--- src/common/dlt_pkg.sv ---
package dlt_pkg;

  ////////////////////////////////////////////////////////////////////////////////
  // Sizes and timer slots
  localparam int DATA_W       = 16;                 // Register word width
  localparam int ADDR_W       = 4;                  // Register word index width
  localparam int NUM_TMR      = 3;                  // Timer instances
  localparam int FRAC_W       = 12;                 // Sub-unit fraction width
  localparam int TMR_STOPWATCH = 0;                 // Retentive stopwatch slot
  localparam int TMR_ONDELAY  = 1;                  // Non-retentive on-delay slot
  localparam int TMR_OFFDELAY = 2;                  // Off-delay slot

  ////////////////////////////////////////////////////////////////////////////////
  // Register map (word indexes)
  localparam logic [ADDR_W-1:0] WORDS_PER_TMR = 4'h3;   // Words owned by each timer
  localparam logic [ADDR_W-1:0] TMR_WORDS_END = 4'h9;   // First index past timer words
  localparam logic [ADDR_W-1:0] OFF_UNIT_CFG  = 4'h9;   // Unit select register
  localparam logic [1:0]        WORD_COUNT    = 2'h0;   // Elapsed count word
  localparam logic [1:0]        WORD_PRESET   = 2'h1;   // Preset word
  localparam logic [1:0]        WORD_CTRL     = 2'h2;   // Control word

  ////////////////////////////////////////////////////////////////////////////////
  // Control word layout and values
  localparam int CTL_EN_BIT  = 12;                  // Last sampled enable
  localparam int CTL_CLR_BIT = 13;                  // Last sampled clear
  localparam int CTL_OUT_BIT = 14;                  // Output flag
  localparam logic [DATA_W-1:0] COUNT_MAX = 16'h7fff;   // Saturation value
  localparam logic [DATA_W-1:0] COUNT_RST = 16'h0000;   // Cleared count
  localparam logic [1:0] UNIT_TENTH      = 2'h0;    // 0.1 s units, default
  localparam logic [1:0] UNIT_HUNDREDTH  = 2'h1;    // 0.01 s units
  localparam logic [1:0] UNIT_THOUSANDTH = 2'h2;    // 0.001 s units

  ////////////////////////////////////////////////////////////////////////////////
  // Time base
  localparam int CLK_PERIOD_NS   = 8;               // 125 MHz system clock
  localparam int FINE_TICK_NS    = 100000;          // Fine tick, 100 us
  localparam int FINE_CYCLES_DFLT = FINE_TICK_NS / CLK_PERIOD_NS;
  localparam int UNIT_TENTH_NS   = 100000000;       // 0.1 s
  localparam int UNIT_HUND_NS    = 10000000;        // 0.01 s
  localparam int UNIT_THOU_NS    = 1000000;         // 0.001 s
  localparam logic [FRAC_W-1:0] FINE_PER_TENTH = 12'(UNIT_TENTH_NS / FINE_TICK_NS);
  localparam logic [FRAC_W-1:0] FINE_PER_HUND  = 12'(UNIT_HUND_NS / FINE_TICK_NS);
  localparam logic [FRAC_W-1:0] FINE_PER_THOU  = 12'(UNIT_THOU_NS / FINE_TICK_NS);

  ////////////////////////////////////////////////////////////////////////////////
  // Carriers and state
  typedef struct packed {
    logic [ADDR_W-1:0] addr;                        // Word index
    logic [DATA_W-1:0] wdata;                       // Write data
    logic              wr;                          // Write strobe
    logic              rd;                          // Read strobe
  } dlt_bus_req_t;

  typedef struct packed {
    logic              en;                          // Enable (power flow)
    logic              clr;                         // Clear, stopwatch only
    logic              presetUse;                   // Preset operand present
    logic [DATA_W-1:0] preset;                      // Preset operand
  } dlt_tmr_in_t;

  typedef struct packed {
    logic [DATA_W-1:0] cnt;                         // Elapsed count
    logic [DATA_W-1:0] pv;                          // Preset word
    logic              flag;                        // Output flag
    logic              en;                          // Sampled enable
    logic              clr;                         // Sampled clear
  } dlt_timer_t;

  typedef struct packed {
    logic              hitTmr;                      // Index lands in a timer
    logic              hitCfg;                      // Index is the unit select
    logic [1:0]        idx;                         // Timer slot
    logic [1:0]        word;                        // Word within the slot
  } dlt_dec_t;

  typedef struct packed {
    logic [31:0]       cnt;                         // Cycle counter
    logic              tick;                        // Fine tick pulse
  } dlt_tick_state_t;

  typedef struct packed {
    logic [FRAC_W-1:0] frac;                        // Fine ticks in this unit
  } dlt_frac_state_t;

  ////////////////////////////////////////////////////////////////////////////////
  // Helpers
  function automatic dlt_dec_t addr_decode(input logic [ADDR_W-1:0] a);
    dlt_dec_t d;
    d        = '0;
    d.hitTmr = (a < TMR_WORDS_END);
    d.hitCfg = (a == OFF_UNIT_CFG);
    d.idx    = 2'(a / WORDS_PER_TMR);
    d.word   = 2'(a % WORDS_PER_TMR);
    return d;
  endfunction

  function automatic logic geq(input logic [DATA_W-1:0] a, input logic [DATA_W-1:0] b);
    return $signed(a) >= $signed(b);
  endfunction

  function automatic logic [FRAC_W-1:0] unit_len(input logic [1:0] sel);
    case (sel)
      UNIT_HUNDREDTH:  unit_len = FINE_PER_HUND;
      UNIT_THOUSANDTH: unit_len = FINE_PER_THOU;
      default:         unit_len = FINE_PER_TENTH;
    endcase
  endfunction

endpackage

--- src/rtl/dlt_delay_timers.sv ---
// Functional notes
// - Stopwatch counts up while enabled
// - Stopwatch clear forces count to zero
// - Stopwatch output when count reaches preset
// - Stopwatch freezes count and output when disabled
// - Stopwatch resumes from frozen count
// - Clear drops stopwatch output unless preset <= 0
// - Unit of 0.1, 0.01 or 0.001 s
// - On-delay defaults to tenths
// - Count saturates at 32767
// - Three consecutive words per timer
// - Preset loaded from operand on enable/clear
// - One shared state per timer
// - No power-up initialisation of timer data
// - Disabled on-delay holds zero, output off
// - On-delay output only enabled and reached
// - Enabled off-delay: output on for preset > 0, count zero
// - Off-delay counts after enable drops
// - Off-delay output drops at preset, stops
// - Off-delay never on with preset <= 0
// - Off-delay count cleared when re-enabled
// - Off-delay accrues all real elapsed time
// - Saturated stopwatch holds count and output
// - Control word low bits hold fraction
//
// The plain strobed port and the address map are this design's own decisions.
`timescale 1ns/1ns
module dlt_delay_timers #(
  parameter int FINE_CYCLES = dlt_pkg::FINE_CYCLES_DFLT   // Clocks per fine tick
) (
  input  wire logic                                     clk,
  input  wire logic                                     reset_n,
  input  wire dlt_pkg::dlt_bus_req_t                    busReq,
  output logic             [dlt_pkg::DATA_W-1:0]        rdData,
  input  wire dlt_pkg::dlt_tmr_in_t [dlt_pkg::NUM_TMR-1:0] tmrIn,
  output logic             [dlt_pkg::NUM_TMR-1:0]       tmrOut
);

  ////////////////////////////////////////////////////////////////////////////////
  // Declarations

  typedef struct packed {
    dlt_pkg::dlt_timer_t [dlt_pkg::NUM_TMR-1:0] tmr;       // Timer storage
    logic [2*dlt_pkg::NUM_TMR-1:0]              unitCfg;   // Unit select per timer
    logic [dlt_pkg::DATA_W-1:0]                 rdata;     // Read data
  } dlt_state_t;

  localparam int SW  = dlt_pkg::TMR_STOPWATCH;          // Slot shorthands
  localparam int OND = dlt_pkg::TMR_ONDELAY;
  localparam int OFD = dlt_pkg::TMR_OFFDELAY;

  dlt_state_t                  st_r;                    // Registered state
  dlt_state_t                  st_nxt;                  // Next state
  dlt_pkg::dlt_dec_t           dec;                     // Decoded bus address
  logic                        fineTick;                // Shared fine time base
  logic [dlt_pkg::NUM_TMR-1:0] run;                     // Prescaler may advance
  logic [dlt_pkg::NUM_TMR-1:0] fracClr;                 // Prescaler clear
  logic [dlt_pkg::NUM_TMR-1:0] unitTick;                // One count unit elapsed
  logic [dlt_pkg::FRAC_W-1:0]  frac [dlt_pkg::NUM_TMR]; // Sub-unit fractions
  logic [dlt_pkg::NUM_TMR-1:0] cntWr;                   // Software writes a count

  ////////////////////////////////////////////////////////////////////////////////
  // Time base and prescalers

  // Shared fine tick generator
  dlt_tick_gen #(
    .FINE_CYCLES (FINE_CYCLES)
  ) u_tick (
    .clk      (clk),
    .reset_n  (reset_n),
    .fineTick (fineTick)
  );

  // One prescaler per timer, fed by its own unit select
  for (genvar g = 0; g < dlt_pkg::NUM_TMR; g++) begin : g_scale
    dlt_frac_scaler u_scale (
      .clk      (clk),
      .reset_n  (reset_n),
      .fineTick (fineTick),
      .unitSel  (st_r.unitCfg[2*g +: 2]),
      .run      (run[g]),
      .clear    (fracClr[g]),
      .frac     (frac[g]),
      .unitTick (unitTick[g])
    );
    assign tmrOut[g] = st_r.tmr[g].flag;
  end

  // When each prescaler may run and when its fraction restarts
  always_comb begin
    // Stopwatch: runs while enabled, not cleared, below saturation
    run[SW]      = tmrIn[SW].en & ~tmrIn[SW].clr
                   & (st_r.tmr[SW].cnt != dlt_pkg::COUNT_MAX);
    fracClr[SW]  = tmrIn[SW].clr;
    // On-delay: runs while enabled, fraction dropped when disabled
    run[OND]     = tmrIn[OND].en
                   & (st_r.tmr[OND].cnt != dlt_pkg::COUNT_MAX);
    fracClr[OND] = ~tmrIn[OND].en;
    // Off-delay: runs after enable drops until the preset is reached
    run[OFD]     = ~tmrIn[OFD].en & st_r.tmr[OFD].flag
                   & ~dlt_pkg::geq(st_r.tmr[OFD].cnt, st_r.tmr[OFD].pv);
    fracClr[OFD] = tmrIn[OFD].en;
  end

  ////////////////////////////////////////////////////////////////////////////////
  // Next-state logic

  always_comb begin
    dec    = dlt_pkg::addr_decode(busReq.addr);
    st_nxt = st_r;

    // Sample inputs and load presets from the operand
    for (int i = 0; i < dlt_pkg::NUM_TMR; i++) begin
      st_nxt.tmr[i].en  = tmrIn[i].en;
      st_nxt.tmr[i].clr = (i == SW) & tmrIn[i].clr;
      if (tmrIn[i].presetUse && (tmrIn[i].en || st_nxt.tmr[i].clr)) begin
        st_nxt.tmr[i].pv = tmrIn[i].preset;
      end
    end

    // Stopwatch count: clear first, otherwise advance on unit ticks
    if (tmrIn[SW].clr) begin
      st_nxt.tmr[SW].cnt = dlt_pkg::COUNT_RST;
    end else if (unitTick[SW]) begin
      st_nxt.tmr[SW].cnt = st_r.tmr[SW].cnt + 16'h0001;
    end
    // Otherwise the frozen count stays, even at saturation

    // On-delay count: zero when disabled
    if (!tmrIn[OND].en) begin
      st_nxt.tmr[OND].cnt = dlt_pkg::COUNT_RST;
    end else if (unitTick[OND]) begin
      st_nxt.tmr[OND].cnt = st_r.tmr[OND].cnt + 16'h0001;
    end

    // Off-delay count: zero while enabled, continuous real time after
    if (tmrIn[OFD].en) begin
      st_nxt.tmr[OFD].cnt = dlt_pkg::COUNT_RST;
    end else if (unitTick[OFD]) begin
      st_nxt.tmr[OFD].cnt = st_r.tmr[OFD].cnt + 16'h0001;
    end

    // Software writes to count, preset and unit select; control is read-only
    if (busReq.wr && dec.hitTmr) begin
      case (dec.word)
        dlt_pkg::WORD_COUNT: begin
          st_nxt.tmr[dec.idx].cnt = busReq.wdata;
        end
        dlt_pkg::WORD_PRESET: begin
          st_nxt.tmr[dec.idx].pv = busReq.wdata;
        end
        default: begin
        end
      endcase
    end else if (busReq.wr && dec.hitCfg) begin
      st_nxt.unitCfg = busReq.wdata[2*dlt_pkg::NUM_TMR-1:0];
    end

    // Output flags from the same-cycle count and preset
    st_nxt.tmr[SW].flag = dlt_pkg::geq(st_nxt.tmr[SW].cnt, st_nxt.tmr[SW].pv)
                          | (st_r.tmr[SW].flag & ~tmrIn[SW].en
                             & ~tmrIn[SW].clr);
    st_nxt.tmr[OND].flag = tmrIn[OND].en
                           & dlt_pkg::geq(st_nxt.tmr[OND].cnt, st_nxt.tmr[OND].pv);
    if (tmrIn[OFD].en) begin
      st_nxt.tmr[OFD].flag = ~dlt_pkg::geq(dlt_pkg::COUNT_RST, st_nxt.tmr[OFD].pv);
    end else begin
      st_nxt.tmr[OFD].flag = st_r.tmr[OFD].flag
                             & ~dlt_pkg::geq(st_nxt.tmr[OFD].cnt, st_nxt.tmr[OFD].pv)
                             & ~dlt_pkg::geq(dlt_pkg::COUNT_RST, st_nxt.tmr[OFD].pv);
    end

    // Read data: one cycle after the strobe, zero otherwise
    st_nxt.rdata = '0;
    if (busReq.rd && dec.hitTmr) begin
      case (dec.word)
        dlt_pkg::WORD_COUNT: begin
          st_nxt.rdata = st_r.tmr[dec.idx].cnt;
        end
        dlt_pkg::WORD_PRESET: begin
          st_nxt.rdata = st_r.tmr[dec.idx].pv;
        end
        default: begin
          st_nxt.rdata[dlt_pkg::FRAC_W-1:0]   = frac[dec.idx];
          st_nxt.rdata[dlt_pkg::CTL_EN_BIT]   = st_r.tmr[dec.idx].en;
          st_nxt.rdata[dlt_pkg::CTL_CLR_BIT]  = st_r.tmr[dec.idx].clr;
          st_nxt.rdata[dlt_pkg::CTL_OUT_BIT]  = st_r.tmr[dec.idx].flag;
        end
      endcase
    end else if (busReq.rd && dec.hitCfg) begin
      st_nxt.rdata[2*dlt_pkg::NUM_TMR-1:0] = st_r.unitCfg;
    end
  end

  ////////////////////////////////////////////////////////////////////////////////
  // State register

  // Reset is the only initialisation; nothing reloads timer data at start-up
  always_ff @(posedge clk or negedge reset_n) begin
    if (!reset_n) begin
      st_r <= '0;
    end else begin
      st_r <= st_nxt;
    end
  end

  assign rdData = st_r.rdata;

  ////////////////////////////////////////////////////////////////////////////////
  // Checks

  // Which timers see a software count write this cycle
  always_comb begin
    for (int i = 0; i < dlt_pkg::NUM_TMR; i++) begin
      cntWr[i] = busReq.wr & dec.hitTmr & (dec.idx == 2'(i))
                 & (dec.word == dlt_pkg::WORD_COUNT);
    end
  end
endmodule // dlt_delay_timers

--- src/rtl/dlt_tick_gen.sv ---
`timescale 1ns/1ns
// Free running fine time base: one-cycle pulse every FINE_CYCLES clocks
module dlt_tick_gen #(
  parameter int FINE_CYCLES = dlt_pkg::FINE_CYCLES_DFLT
) (
  input  wire logic clk,
  input  wire logic reset_n,
  output logic      fineTick
);

  dlt_pkg::dlt_tick_state_t st_r;                   // Registered state
  dlt_pkg::dlt_tick_state_t st_nxt;                 // Next state

  // Count cycles, pulse at the wrap
  always_comb begin
    st_nxt = st_r;
    if (st_r.cnt == 32'(FINE_CYCLES - 1)) begin
      st_nxt.cnt  = '0;
      st_nxt.tick = 1'b1;
    end else begin
      st_nxt.cnt  = st_r.cnt + 32'h0000_0001;
      st_nxt.tick = 1'b0;
    end
  end

  // State register
  always_ff @(posedge clk or negedge reset_n) begin
    if (!reset_n) begin
      st_r <= '0;
    end else begin
      st_r <= st_nxt;
    end
  end

  assign fineTick = st_r.tick;
endmodule // dlt_tick_gen

--- src/rtl/dlt_frac_scaler.sv ---
`timescale 1ns/1ns
// Per-timer prescaler: gathers fine ticks into one count unit
module dlt_frac_scaler (
  input  wire logic                      clk,
  input  wire logic                      reset_n,
  input  wire logic                      fineTick,
  input  wire logic [1:0]                unitSel,
  input  wire logic                      run,
  input  wire logic                      clear,
  output logic      [dlt_pkg::FRAC_W-1:0] frac,
  output logic                           unitTick
);

  dlt_pkg::dlt_frac_state_t st_r;                   // Registered fraction
  dlt_pkg::dlt_frac_state_t st_nxt;                 // Next fraction
  logic [dlt_pkg::FRAC_W-1:0] lastFine;             // Fraction value before wrap

  // Unit tick when the last fine tick of a unit lands while running
  always_comb begin
    lastFine = dlt_pkg::unit_len(unitSel) - 12'h001;
    unitTick = run & fineTick & (st_r.frac >= lastFine);
    st_nxt   = st_r;
    if (clear) begin
      st_nxt.frac = '0;
    end else if (unitTick) begin
      st_nxt.frac = '0;
    end else if (run && fineTick) begin
      st_nxt.frac = st_r.frac + 12'h001;
    end
  end

  // State register
  always_ff @(posedge clk or negedge reset_n) begin
    if (!reset_n) begin
      st_r <= '0;
    end else begin
      st_r <= st_nxt;
    end
  end

  assign frac = st_r.frac;

endmodule // dlt_frac_scaler

--- config.mk ---
export PLATFORM = sky130hd
export DESIGN_NAME = dlt_delay_timers
export DESIGN_NICKNAME = d
export VERILOG_FILES = /design/src/common/dlt_pkg.sv /design/src/rtl/dlt_delay_timers.sv /design/src/rtl/dlt_tick_gen.sv /design/src/rtl/dlt_frac_scaler.sv
export SDC_FILE = /design/constraint.sdc
export NUM_CORES = 1
export LEC_CHECK = 0
export ABC_AREA = 1
export BUFFER_PORTS_ARGS = -buffer_cell sky130_fd_sc_hd__buf_2
export CAP_MARGIN = 20
export CORE_MARGIN = 3
export CORE_UTILIZATION = 40
export CTS_CLUSTER_SIZE = 24
export DETAILED_ROUTE_END_ITERATION = 10
export GPL_ROUTABILITY_DRIVEN = 1
export SLEW_MARGIN = 20
export SYNTH_ARGS = -nofsm -noshare
export SYNTH_HDL_FRONTEND = slang
export SYNTH_SLANG_ARGS = --single-unit
--- constraint.sdc ---
create_clock -name clk -period 4.31 [get_ports clk]
set_clock_uncertainty 0.05 [all_clocks]
set_input_delay 0.2155 -clock clk [delete_from_list [all_inputs] [get_ports clk]]
set_output_delay 0.2155 -clock clk [all_outputs]
set_load 0.02 [all_outputs]
# Word level (Yosys, flattened, before mapping)
# Index checks and enable logic that the tools add are counted.
totals:
  inputBits: 81
  elab_cells: 140
  reg_bits: 196
  output_inout_bits: 19
classes:
  bitwise: 25
  n_eq_ne: 12
  n_addsub: 10
  div_mod_pow: 2
  muxes: 41
  magnitude_cmp: 12
  reduce_logical: 16
ops:
  columns: ["cell", "count"]
  rows:
  - ["bitwise mux 105 bit", 2]
  - ["one-hot mux 105 bit (2 select lines)", 1]
  - ["2-to-1 mux 16 bit", 9]
  - ["demux 35 bit (select 2 bit)", 2]
  - ["2-to-1 mux 12 bit", 11]
  - ["2-to-1 mux 105 bit", 1]
  - ["binary-select mux 35 bit (select 2 bit)", 1]
  - ["2-to-1 mux 35 bit", 2]
  - [">= comparator 16 bit", 4]
  - ["one-hot mux 10 bit (2 select lines)", 3]
  - ["adder 16 x 1 -> 16 bit, second input constant", 3]
  - ["adder 12 x 1 -> 12 bit, second input constant", 3]
  - [">= comparator 12 bit", 3]
  - ["2-to-1 mux 33 bit", 1]
  - ["subtractor 10 x 1 -> 11 bit, second input constant", 3]
  - ["adder 32 x 1 -> 32 bit, second input constant", 1]
  - ["== test 32 x 14 -> 1 bit, second input constant", 1]
  - ["!= test 16 x 15 -> 1 bit, second input constant", 2]
  - ["one-hot mux 15 bit (2 select lines)", 1]
  - ["binary-select mux 12 bit (select 2 bit)", 1]
  - ["2-to-1 mux 19 bit", 1]
  - ["bitwise AND 1 bit", 16]
  - [">= comparator 1 x 16 -> 1 bit, first input constant", 1]
  - ["2-to-1 mux 6 bit", 2]
  - ["other kinds (21)", 43]

# Depth between registers and ports, before layout
depth:
  ltp_word: 15
  depth_mapped: 36
  ltp_nobuf: 36

# Hierarchy
# From an unflattened synthesis, not the netlist that was laid out.
hier_totals:
  cells_unflattened: 2008
  area_unflattened_um2: 14770.4
by_module_without_submodules:
  columns: ["mod", "seq_area_each_um2", "area_per_inst_um2", "cells_per_inst", "n_inst"]
  rows:
  - ["dlt_delay_timers", 3128.0, 9779.4, 1323, 1]
  - ["dlt_tick_gen", 825.8, 2073.2, 289, 1]
  - ["dlt_frac_scaler (g_scale[0].u_scale ...)", 300.3, 972.2, 132, 2]
  - ["dlt_frac_scaler (g_scale[1].u_scale)", 300.3, 973.4, 132, 1]

# Worst setup path before layout
# No wires, ideal clock.
synth_path:
  path_type: "input port to flip-flop"
  start: "input port busReq[20] in the netlist's numbering"
  end: "register st_r, in the netlist tmrOut[0]"
  stages: 28
  path_slack_ns: 0.586
  required_ns: 4.125
  arrival_ns: 3.539
  path_buffers: 1
  setup_ns: 0.135
  path_cell_list: "inv_2 -> nor2_4 -> ha_1 -> inv_1 -> ha_1 -> nand2_4 -> nand2_1 -> nand2_1 -> inv_1 -> ha_1 -> inv_1 -> nand3_4 -> nand2_1 -> nand2_4 -> inv_2 -> nand2_4 -> nor2_8 -> nand2_4 -> clkbuf_1 -> o21ai_0 -> ha_1 -> a21o_1 -> a221oi_1 -> nor2_1 -> nor2_1 -> nand2_1 -> a22oi_1 -> o211ai_1"
synth_lines:
  columns: ["element", "line_no", "rtl"]
  rows:
  - ["start, declared", "dlt_delay_timers.sv:33", "input wire dlt_pkg::dlt_bus_req_t busReq,"]
  - ["end signal, assigned", "dlt_delay_timers.sv:203", "st_r <= st_nxt;"]
  - ["end, declared", "dlt_delay_timers.sv:52", "dlt_state_t st_r;"]

==> results.yml <==
place:
  hpwlAfterDp_um: 41100
  numPortBuffers: 97
  gp_congestion: 1.01
  post-place-ws_ns: 0.0429
critical_path:
  start_kind: "register"
  regToRegSetupSlack_ns: 0.22
  critical_path_class: "register to register"
  r2r_cells: 25
  required_ns: 4.65
  cp-end-kind: "register"
  cp_max_fo: 9
  worstPathArrival_ns: 4.43
  r2r_start: "st_r[20]"
  timing.rr.end: "tmrOut[2]"
sta:
  worstMarginPinSlew_ns: 0.920
  fin_setup_tns_ns: 0
  drv_slew: 0
  setup_viol_count_final: 0
  whs_ns: 0.0346
  hold_viol: 0
  min_period_ns: 4.09
  fin_crit_sh_pct: 94.9
  fmax_mhz: 245
  max_slew_margin_pct: 38.7
  fin_ws_ns: 0.220
clock_tree:
  clk_path_buf_depth: 2
  htree_num_levels: 4
  cts_root_buffer: "clkbuf_16"
  clkSlewWorstSetupHoldPaths_ns: 0.08
  clock-sinks: 194
  cts_tree: "yes"
  insertion_delay_ns: 0.47
  numCtsBuffers: 17
yosys:
  synthCells: 1913
  synthFlopType: "dfrtp_1"
  synth_largest_area_cell: "dfrtp_1"
  syn_avg_cell_area_um2: 7.40
  synth_top_area_share_pct: 34.3
  ys_ff_latch: 194
  synth_area_um2: 14200
  yosysWarnings: 0
  synthArstFlopShare_pct: 100
  synth_cell_types: 59
  synth_edf_count: 0
  syn_nets: 2107
  synth.area.top_cells: "dfrtp_1 (34%), ha_1 (10%), nand2_1 (9.7%)"
  ys_seq_area_share_pct: 34.3
run:
  cap_viol_max_count: 0
routing:
  drtIter0Drc: 1430
  ant_nets: 0
  dr.pass1.iters: 5
  wire_per_inst_um: 21.1
  drc: 0
  drt-total-wl_um: 52200
  vias: 13817
  avgViaCountPerCell: 5.58
layout:
  syn2layout_area_growth_pct: 11.9
  nFillCells: 3568
  layout-drive-gt1-share_pct: 12.2
  multiInputGateArea_um2: 7710
  regArea_um2: 4860
  fin_nets: 2202
  n_antenna_cell: 0
  postLayoutCoreUtil_pct: 45.6
hold_path:
  min_from: "tmrIn[29]"
  hp-class: "input pin to register"
  whs_path_depth: 3
  worstHoldEndpoint: "st_r[70]"
outcome:
  status: "completed"
floorplan:
  fp.dieW_um: 194
  die_y_um: 194
  num_io_pins: 100
  die-area_um2: 37700
  core_area_um2: 34700
  start_util_pct: 40.8
  num_rows: 68
pwr:
  power_density_nw_per_um2: 316
  seqPwrFrac_pct: 40.8
  leakagePower_nw: 7.78
  p_int_mw: 3.18
  power.total_mw: 5.00
  clockPowerShare_pct: 32.2
  p_switching_mw: 1.82
  combPwrFrac_pct: 27.0
  swShare_pct: 36.4
  irDropWorstVdd_mv: 0.304
grt:
  grt_max_degree: 109
  grt_pass1_vias: 12795
  grt.overflow.total: 0
  antenna_found_initial: 1
  grt_pass1_wl_um: 78900
  track_usage_pct: 27.3
## cells in the mapped netlist, types with 5 or more instances
library cell	count
clkbuf_1	31
a211oi_1	9
a31oi_1	9
nand3_1	98
nand4_1	41
nand2_4	6
buf_2	16
nand2_2	6
ha_1	113
nor4_1	17
dfrtp_1	194
inv_2	15
o221ai_1	19
o22ai_1	30
nand2_1	365
buf_4	24
nor2_1	135
o211ai_1	30
nor3_1	44
a21oi_1	81
xnor2_1	5
o21ai_0	159
xor2_1	40
a22oi_1	5
o21ai_1	26
inv_1	302
o21a_1	22
mux2_2	6
## cell usage in the layout, fill, tap and decap left out, types with 40 or more instances in the layout
| master | instances |
|---|---|
| xor2_1 | 40 |
| nor3_1 | 42 |
| inv_1 | 301 |
| o21ai_0 | 157 |
| nand2_1 | 365 |
| a21oi_1 | 80 |
| ha_1 | 113 |
| dfrtp_1 | 192 |
| nor2_1 | 133 |
| nand4_1 | 41 |
| nand3_1 | 97 |
| buf_4 | 49 |
| buf_2 | 96 |
## power by group through the flow
stage                     Sequential, mW  Combinational, mW  Clock, mW
after floorplan                     2.03              0.849          0
after global placement              2.07               1.29          0
after detailed placement            2.07               1.31          0
after CTS                           2.03               1.32       1.64
after global routing                2.05               1.49       1.71
final                               2.04               1.35       1.61
## sequential cells by signal (all words and copies together), names as in the netlist
register,flops
g_scale.u_scale.frac,36
rdData,16
st_r,106
tmrOut,3
u_tick.fineTick,1
u_tick.st_r,32
## what timing repair did
action | CTS | global route
resized for setup | 0 | 13
hold buffers | 4 | 0
setup endpoints to repair | 0 | 3
buffers inserted | 0 | 4
endpoints found under the hold margin | 110 | 0
## worst max-delay path by stage
stage / slack (ns) / end / start
floorplan: 0.59 / tmrOut[0] / busReq[20]
global placement: 0.13 / tmrOut[2] / st_r[20]
detailed placement: 0.04 / tmrOut[0] / busReq[21]
CTS: 0.03 / tmrOut[2] / st_r[20]
global route: -0.06 / tmrOut[2] / st_r[20]
finish: 0.22 / tmrOut[2] / st_r[20]
## worst max-delay path: stages, from the launching register on
cell and delay, ns:
dfrtp_2 0.42, inv_1 0.08, ha_1 0.24, or3b_2 0.45
ha_1 0.19, a21oi_1 0.12, o21ai_0 0.09, nand2_1 0.08
nand3_2 0.11, nand4_1 0.11, buf_4 0.16, buf_6 0.15
nand2_1 0.06, nand4_1 0.07, o21ai_0 0.20, ha_1 0.39
nand2_1 0.08, inv_1 0.05, nand3_1 0.10, nor3_2 0.26
nand2_1 0.10, nand2_1 0.08, o21ai_0 0.06, o21ai_0 0.15
nand2_1 0.06, nor2_1 0.12
## logic make-up (layout without fill, tap and decap cells)
| kind of cell | Yosys count | in the layout | synth area share, % |
|---|---|---|---|
| simple gates | 736 | 736 | 23.1 |
| compound gates | 419 | 419 | 17.6 |
| buf+inv | 397 | 504 | 11.5 |
| flops | 194 | 194 | 34.3 |
| fa+ha+maj | 113 | 113 | 9.98 |
| xor+xnor | 45 | 45 | 2.78 |
| mux | 9 | 9 | 0.689 |
## layout make-up
cell class | count | area share (%)
multi-input cells | 1322 | 48.7
flip-flops and latches | 194 | 30.7
inverters | 320 | 7.61
repair buffers | 153 | 5.96
well taps | 455 | 3.59
clock buffers | 19 | 2.73
clock inverters | 12 | 0.774
## per-stage QoR
step | instances | area (um2)
2_1_floorplan | 1913 | 14200
3_3_place_gp | 2436 | 15200
3_5_place_dp | 2436 | 15200
4_1_cts | 2471 | 15800
5_1_grt | 2475 | 15800
6_report | 2475 | 15800
## layer usage
metal | part of all wire (%) | vias up | GRT usage (%)
li1 | - | 6582 | -
met1 | 46 | 6561 | 39.6
met2 | 43 | 586 | 40.6
met3 | 7.4 | 86 | 4.10
met4 | 4.1 | 2 | 11.1
met5 | 0.021 | - | 0
Note: power is estimated with default switching activity, not from simulation.
